--- config.mk ---
export PLATFORM = sky130hd
export DESIGN_NAME = cvec_top
export DESIGN_NICKNAME = d
export VERILOG_FILES = /design/src/hdl/cvec_pkg.sv /design/src/hdl/cvec_top.sv /design/src/hdl/cvec_prio.sv
export VERILOG_INCLUDE_DIRS = /design/src /design/src/hdl
export SDC_FILE = /design/constraint.sdc
export NUM_CORES = 1
export LEC_CHECK = 0
export ABC_CLOCK_PERIOD_IN_PS = 2370
export BUFFER_PORTS_ARGS = -buffer_cell sky130_fd_sc_hd__buf_2
export CORE_MARGIN = 2
export CORE_UTILIZATION = 48
export DETAILED_ROUTE_END_ITERATION = 7
export PLACE_DENSITY = 0.9
export REMOVE_ABC_BUFFERS = 1
export SYNTH_ARGS = -nofsm -noshare
export SYNTH_HDL_FRONTEND = slang
export SYNTH_SLANG_ARGS = --single-unit
--- constraint.sdc ---
create_clock -name CLK -period 2.37 [get_ports CLK]
set_input_delay 0.237 -clock CLK [delete_from_list [all_inputs] [get_ports CLK]]
set_output_delay 0.237 -clock CLK [all_outputs]
set_load 0.02 [all_outputs]
--- src/hdl/cvec_regs.svh ---
// Register offsets, field positions and reset values of the converter interrupt vector block
`ifndef CVEC_REGS_SVH
`define CVEC_REGS_SVH
`define CVEC_OFF_VECTOR   12'h000
`define CVEC_OFF_FLAGS    12'h004
`define CVEC_OFF_STATUS   12'h008
`define CVEC_OFF_MASK     12'h00c
`define CVEC_VEC_LSB      1
`define CVEC_VEC_MSB      5
`define CVEC_CODE_NONE    5'h00
`define CVEC_CODE_MOVF    5'h01
`define CVEC_CODE_TOVF    5'h02
`define CVEC_CODE_FLAG0   5'h03
`define CVEC_RST_VECTOR   16'h0000
`define CVEC_RST_FLAGS    16'h0000
`define CVEC_RST_STATUS   2'h0
`define CVEC_RST_MASK     2'h0
`define CVEC_ST_MOVF      0
`define CVEC_ST_TOVF      1
`define CVEC_RESP_OKAY    2'h0
`define CVEC_RESP_SLVERR  2'h2
`endif

--- src/hdl/cvec_pkg.sv ---
// Types shared by the converter interrupt vector block
package cvec_pkg;
  typedef logic [15:0] cvec_word_type;
  typedef logic [4:0]  cvec_code_type;
endpackage : cvec_pkg

--- src/hdl/cvec_top.sv ---
// Converter interrupt vector generator with AXI4-Lite register slave
`timescale 1ns/1ps
`include "cvec_regs.svh"
module cvec_top
  import cvec_pkg::*;
#(
  parameter int NFLAG = 16
) (
  input  wire logic             CLK,
  input  wire logic             RST,
  input  wire logic             MEM_OVF_EVT,
  input  wire logic             TIME_OVF_EVT,
  input  wire logic [NFLAG-1:0] MEM_LOAD,
  input  wire logic [NFLAG-1:0] MEM_ACCESS,
  input  wire logic [11:0]      AWADDR,
  input  wire logic             AWVALID,
  output logic                  AWREADY,
  input  wire logic [31:0]      WDATA,
  input  wire logic [3:0]       WSTRB,
  input  wire logic             WVALID,
  output logic                  WREADY,
  output logic [1:0]            BRESP,
  output logic                  BVALID,
  input  wire logic             BREADY,
  input  wire logic [11:0]      ARADDR,
  input  wire logic             ARVALID,
  output logic                  ARREADY,
  output logic [31:0]           RDATA,
  output logic [1:0]            RRESP,
  output logic                  RVALID,
  input  wire logic             RREADY,
  output logic                  IRQ
);
  logic [NFLAG-1:0] flag_reg;
  logic [1:0]       status_reg;
  logic [1:0]       mask_reg;
  logic [11:0]      awaddr_reg;
  logic [31:0]      wdata_reg;
  logic [3:0]       wstrb_reg;
  logic             aw_have_reg;
  logic             w_have_reg;
  cvec_word_type    vector;
  logic             wr_do;
  logic             flag_wr;
  logic             stat_wr;
  logic             mask_wr;
  logic             aw_take;
  logic             w_take;
  logic             b_take;
  logic             ar_take;
  logic             r_take;
  logic             wr_addr_ok;
  logic [1:0]       bresp_next;
  logic [NFLAG-1:0] flag_next;
  logic [1:0]       stat_clr;
  logic [1:0]       status_next;
  logic [31:0]      rdata_next;
  logic [1:0]       rresp_next;
  logic             irq_next;

  // Word index of each register; the two low address bits are ignored
  localparam logic [9:0] idx_vector = 10'(`CVEC_OFF_VECTOR >> 2);
  localparam logic [9:0] idx_flags  = 10'(`CVEC_OFF_FLAGS >> 2);
  localparam logic [9:0] idx_status = 10'(`CVEC_OFF_STATUS >> 2);
  localparam logic [9:0] idx_mask   = 10'(`CVEC_OFF_MASK >> 2);

  // Overflow sources stay pending until cleared, so they are the status bits
  cvec_prio #(
    .NFLAG (NFLAG)
  ) u_prio (
    .mem_ovf  (status_reg[`CVEC_ST_MOVF]),
    .time_ovf (status_reg[`CVEC_ST_TOVF]),
    .flags    (flag_reg),
    .vector   (vector)
  );

  assign aw_take    = AWVALID && AWREADY;
  assign w_take     = WVALID && WREADY;
  assign b_take     = BVALID && BREADY;
  assign ar_take    = ARVALID && ARREADY;
  assign r_take     = RVALID && RREADY;
  assign wr_do      = aw_have_reg && w_have_reg && !BVALID;
  assign wr_addr_ok = (awaddr_reg[11:2] == idx_flags) || (awaddr_reg[11:2] == idx_status)
                      || (awaddr_reg[11:2] == idx_mask);
  assign flag_wr    = wr_do && (awaddr_reg[11:2] == idx_flags) && (&wstrb_reg[1:0]);
  assign stat_wr    = wr_do && (awaddr_reg[11:2] == idx_status) && wstrb_reg[0];
  assign mask_wr    = wr_do && (awaddr_reg[11:2] == idx_mask) && wstrb_reg[0];
  // Vector word is read only, so a write there is refused with no effect
  assign bresp_next = wr_addr_ok ? `CVEC_RESP_OKAY : `CVEC_RESP_SLVERR;

  // Ready strobes are one-cycle pulses; a captured channel waits for the response
  always_ff @(posedge CLK or posedge RST) begin
    if (RST) begin
      AWREADY <= 1'b0;
      WREADY  <= 1'b0;
    end else begin
      AWREADY <= !aw_have_reg && !AWREADY && AWVALID;
      WREADY  <= !w_have_reg && !WREADY && WVALID;
    end
  end

  // Write address and data captured independently, in either order
  always_ff @(posedge CLK or posedge RST) begin
    if (RST) begin
      aw_have_reg <= 1'b0;
      w_have_reg  <= 1'b0;
      awaddr_reg  <= 12'h000;
      wdata_reg   <= 32'h0000_0000;
      wstrb_reg   <= 4'h0;
    end else begin
      if (aw_take) begin
        aw_have_reg <= 1'b1;
        awaddr_reg  <= AWADDR;
      end
      if (w_take) begin
        w_have_reg <= 1'b1;
        wdata_reg  <= WDATA;
        wstrb_reg  <= WSTRB;
      end
      if (wr_do) begin
        aw_have_reg <= 1'b0;
        w_have_reg  <= 1'b0;
      end
    end
  end

  // Write response held until the master takes it
  always_ff @(posedge CLK or posedge RST) begin
    if (RST) begin
      BVALID <= 1'b0;
      BRESP  <= `CVEC_RESP_OKAY;
    end else begin
      if (wr_do) begin
        BVALID <= 1'b1;
        BRESP  <= bresp_next;
      end else if (b_take) begin
        BVALID <= 1'b0;
      end
    end
  end

  // Result flags: load sets, access clears, software write loads the written bit; load wins, then access
  always_comb begin
    flag_next = flag_reg;
    for (int i = 0; i < NFLAG; i++) begin
      if (MEM_LOAD[i]) begin
        flag_next[i] = 1'b1;
      end else if (MEM_ACCESS[i]) begin
        flag_next[i] = 1'b0;
      end else if (flag_wr) begin
        flag_next[i] = wdata_reg[i];
      end
    end
  end

  always_ff @(posedge CLK or posedge RST) begin
    if (RST) begin
      flag_reg <= NFLAG'(`CVEC_RST_FLAGS);
    end else begin
      flag_reg <= flag_next;
    end
  end

  // Overflow status, write one to clear, new event wins
  assign stat_clr    = stat_wr ? wdata_reg[1:0] : 2'h0;
  assign status_next = (status_reg & ~stat_clr) | {TIME_OVF_EVT, MEM_OVF_EVT};

  always_ff @(posedge CLK or posedge RST) begin
    if (RST) begin
      status_reg <= `CVEC_RST_STATUS;
      mask_reg   <= `CVEC_RST_MASK;
    end else begin
      status_reg <= status_next;
      if (mask_wr) begin
        mask_reg <= wdata_reg[1:0];
      end
    end
  end

  // No new read address while an answer still waits
  always_ff @(posedge CLK or posedge RST) begin
    if (RST) begin
      ARREADY <= 1'b0;
    end else begin
      ARREADY <= !ARREADY && !RVALID && ARVALID;
    end
  end

  // Read decode; vector sampled live at the address handshake
  always_comb begin
    rdata_next = 32'h0000_0000;
    rresp_next = `CVEC_RESP_OKAY;
    unique case (ARADDR[11:2])
      idx_vector: rdata_next = {16'h0000, vector};
      idx_flags:  rdata_next = 32'(flag_reg);
      idx_status: rdata_next = {30'h0, status_reg};
      idx_mask:   rdata_next = {30'h0, mask_reg};
      default:    rresp_next = `CVEC_RESP_SLVERR;
    endcase
  end

  always_ff @(posedge CLK or posedge RST) begin
    if (RST) begin
      RVALID <= 1'b0;
      RDATA  <= 32'h0000_0000;
      RRESP  <= `CVEC_RESP_OKAY;
    end else begin
      if (ar_take) begin
        RVALID <= 1'b1;
        RDATA  <= rdata_next;
        RRESP  <= rresp_next;
      end else if (r_take) begin
        RVALID <= 1'b0;
      end
    end
  end

  // Level interrupt while any unmasked overflow status bit pends, one cycle behind status
  assign irq_next = |(status_reg & mask_reg);

  always_ff @(posedge CLK or posedge RST) begin
    if (RST) begin
      IRQ <= 1'b0;
    end else begin
      IRQ <= irq_next;
    end
  end
endmodule : cvec_top

--- src/hdl/cvec_prio.sv ---
// Priority encoder turning pending sources into a vector word
`timescale 1ns/1ps
`include "cvec_regs.svh"
module cvec_prio
  import cvec_pkg::*;
#(
  parameter int NFLAG = 16
) (
  input  wire logic             mem_ovf,
  input  wire logic             time_ovf,
  input  wire logic [NFLAG-1:0] flags,
  output cvec_word_type         vector
);
  cvec_code_type code;

  always_comb begin
    code = `CVEC_CODE_NONE;
    for (int i = NFLAG - 1; i >= 0; i--) begin
      if (flags[i]) begin
        code = 5'(`CVEC_CODE_FLAG0 + i);
      end
    end
    if (time_ovf) begin
      code = `CVEC_CODE_TOVF;
    end
    if (mem_ovf) begin
      code = `CVEC_CODE_MOVF;
    end
    vector = `CVEC_RST_VECTOR;
    vector[`CVEC_VEC_MSB:`CVEC_VEC_LSB] = code;
  end
endmodule : cvec_prio

==> metrics.cfg <==
[outcome]
outcome=completed

[cells_and_area]
post-route-util_pct=61.1
area_growth_pct=22.8
n_antenna_cell=0
layout.nets=495
layout-drive-gt1-share_pct=39.3
nFillCells=581

[cts]
cts_resized=0
clock_latency_ns=0.34
ctsLongestPathBuffers=2
ctsRootBufferMaster=clkbuf_8
cts_buffers=9
clkTransAtPathRegs_ns=0.08
htreeDepth=3
cts_setup_buffers=0
hold_buffers=1
cts_tree=done
cts.sinks=74

[drt]
drtPass1Iterations=4
routed_wirelength_um=7500
wl_per_cell_um=15.2
drc_errors=0
vias=2625
drtAntennaViolNets=0
via_per_inst=5.30
dr.first_iter.drc_count=170

[critical_path]
cpPeakStageDelay_ns=0.59
cp-start-kind=flop
cp_max_fo=32
cp.required_ns=2.59
crit_family=simple AND/OR/NAND/NOR gates
path_class=reg -> reg
crit_top_cell=or4_1
path_cells=or4_1, or4_1, buf_12, a311o_1
endpoint_kind=flop
worst-path-buf-inv=1
crit_path_top_delay_cell=or4_1
worstPathArrival_ns=2.43

[synth]
synth_top_area_share_pct=54.5
yosys.area.top_type=dfrtp_1
synth_cell_type_count=39
ys_async_sr_fraction_pct=100
synth_edf_count=0
synth-seq-area-share_pct=54.5
syn_area_mm2=0.00340
ys.flop_type=dfrtp_1
avgSynthCellArea_um2=11.9
ys_seq_elements=74
synth_area_leaders=dfrtp_1, mux2_2, a311o_1
yosysWarnings=0
syn_inst=286

[global_route]
overflow=0
grt_pass1_wl_um=11900
grt_max_degree=33
antenna_found_initial=0
grt_pass1_vias=2604
grtUsageTotal_pct=20.3

[floorplan]
fp.dieW_um=88.2
design.core.area_mm2=0.00683
row_count=30
initial_core_util_pct=49.8
dieArea_mm2=0.00777
die_h_um=88.2
io_pins=143

[timing]
worst_slew_pin_slew_ns=0.830
maxSlewViolCount=0
fin_crit_ns=2.21
fin_crit_sh_pct=93.3
finalClockSkew_ns=0.0121
rsz0062_at_grt=no
fin_setup_tns_ns=0
relSlewSlack_pct=44.5
worst_slack_ns=0.159
hold_viol_final=0
setup_viol=0
max_freq_ghz=0.452

[placement]
portBuffers=102
place_ws_ns=0.176
place_hpwl_um=5610
place.gp.congestion=0.829

[job]
cap_violations=0

[pwr]
leakage_nw=2.00
cellPowerDensity_mw_per_mm2=846
ir_drop_mv=0.541

[min_path]
hp-class=in -> reg

[layout make-up]
| cell class | count | area, µm² | area share [%] |
|---|---|---|---|
| Clock buffer | 11 | 141 | 3.39 |
| Tap cell | 96 | 120 | 2.88 |
| Sequential cell | 74 | 1850 | 44.4 |
| Inverter | 22 | 82.6 | 1.98 |
| Multi-Input combinational cell | 179 | 1330 | 31.9 |
| Timing Repair Buffer | 108 | 571 | 13.7 |
| Clock inverter | 5 | 77.6 | 1.86 |
[layer usage]
metal	track usage, %	up-vias	part of all wire, %
met3	4.05	17	5.5
met2	34.2	94	51
li1	-	1238	-
met5	0	-	0
met1	25.0	1276	41
met4	9.64	0	2.5
[logic make-up after synthesis]
logic type | share of synthesized area [%]
AO/OA/AOI/OAI | 13.9
buffers and inverters | 8.24
flip-flops | 54.5
multiplexers | 10.6
other | 0.110
AND/OR/NAND/NOR | 12.7
[cells in the mapped netlist (3+ instances only)]
cell type and instances:
a311o_1 16, a21oi_1 5, nor2_1 10, clkbuf_1 5, inv_1 22, nand2_1 9, nor3_1 6, nor4_1 5
a22o_1 12, mux2_2 32, dfrtp_1 74, buf_4 18, nor3b_1 19, a221o_1 3, o21ai_0 8, or4_1 7
buf_6 3, nor2b_1 5
[worst register-to-register path: cells and delay by family, from the launching register on]
| kind | cells | cell delay [ns] |
|---|---|---|
| AO/OA/AOI/OAI | 1 | 0.37 |
| AND/OR/NAND/NOR | 2 | 1.14 |
| flip-flops | 1 | 0.39 |
| buffers and inverters | 1 | 0.20 |
[cell usage in the layout, fill, tap and decap left out, types with 3 or more instances in the layout]
| master | instances |
|---|---|
| buf_2 | 102 |
| dfrtp_1 | 74 |
| mux2_2 | 32 |
| inv_1 | 21 |
| nor3b_1 | 19 |
| conb_1 | 18 |
| a311o_1 | 16 |
| a22o_1 | 12 |
| nor2_1 | 10 |
| clkbuf_8 | 10 |
| nand2_1 | 9 |
| o21ai_0 | 8 |
| or4_1 | 7 |
| nor3_1 | 6 |
| a21oi_1 | 5 |
| nor4_1 | 5 |
| nor2b_1 | 5 |
| buf_4 | 4 |
| a221o_1 | 3 |
[path summary, 6_finish.rpt]
check	from	endpoint	slack [ns]	cells after the start
worst max-delay path	awaddr_reg[5]	flag_reg[6]	0.16	4
worst min-delay path	BREADY	BVALID	0.07	2
worst max register to register	awaddr_reg[5]	flag_reg[6]	0.16	4
worst min register to register	ARREADY	ARREADY	0.45	1
max in group asynchronous	RST	status_reg[1]	1.13	4
min in group asynchronous	RST	w_have_reg	0.50	3
[per-stage QoR]
step | power, mW | hold WS [ns] | cells | cell area (µm²)
4_1_cts | 3.56 | 0.0489 | 495 | 4180
3_5_place_dp | 2.48 | 0.321 | 478 | 3950
5_1_grt | 3.72 | 0.0404 | 495 | 4180
3_3_place_gp | 2.42 | 0.306 | 478 | 3950
6_report | 3.53 | 0.0653 | 495 | 4180
2_1_floorplan | 2.24 | 0.329 | 275 | 3270
[report_power, final]
| part | internal (mW) | switching [mW] |
|---|---|---|
| clock network | 0.618 | 0.454 |
| registers | 1.57 | 0.207 |
| logic | 0.388 | 0.294 |
Note: power is estimated with default switching activity, not from simulation.
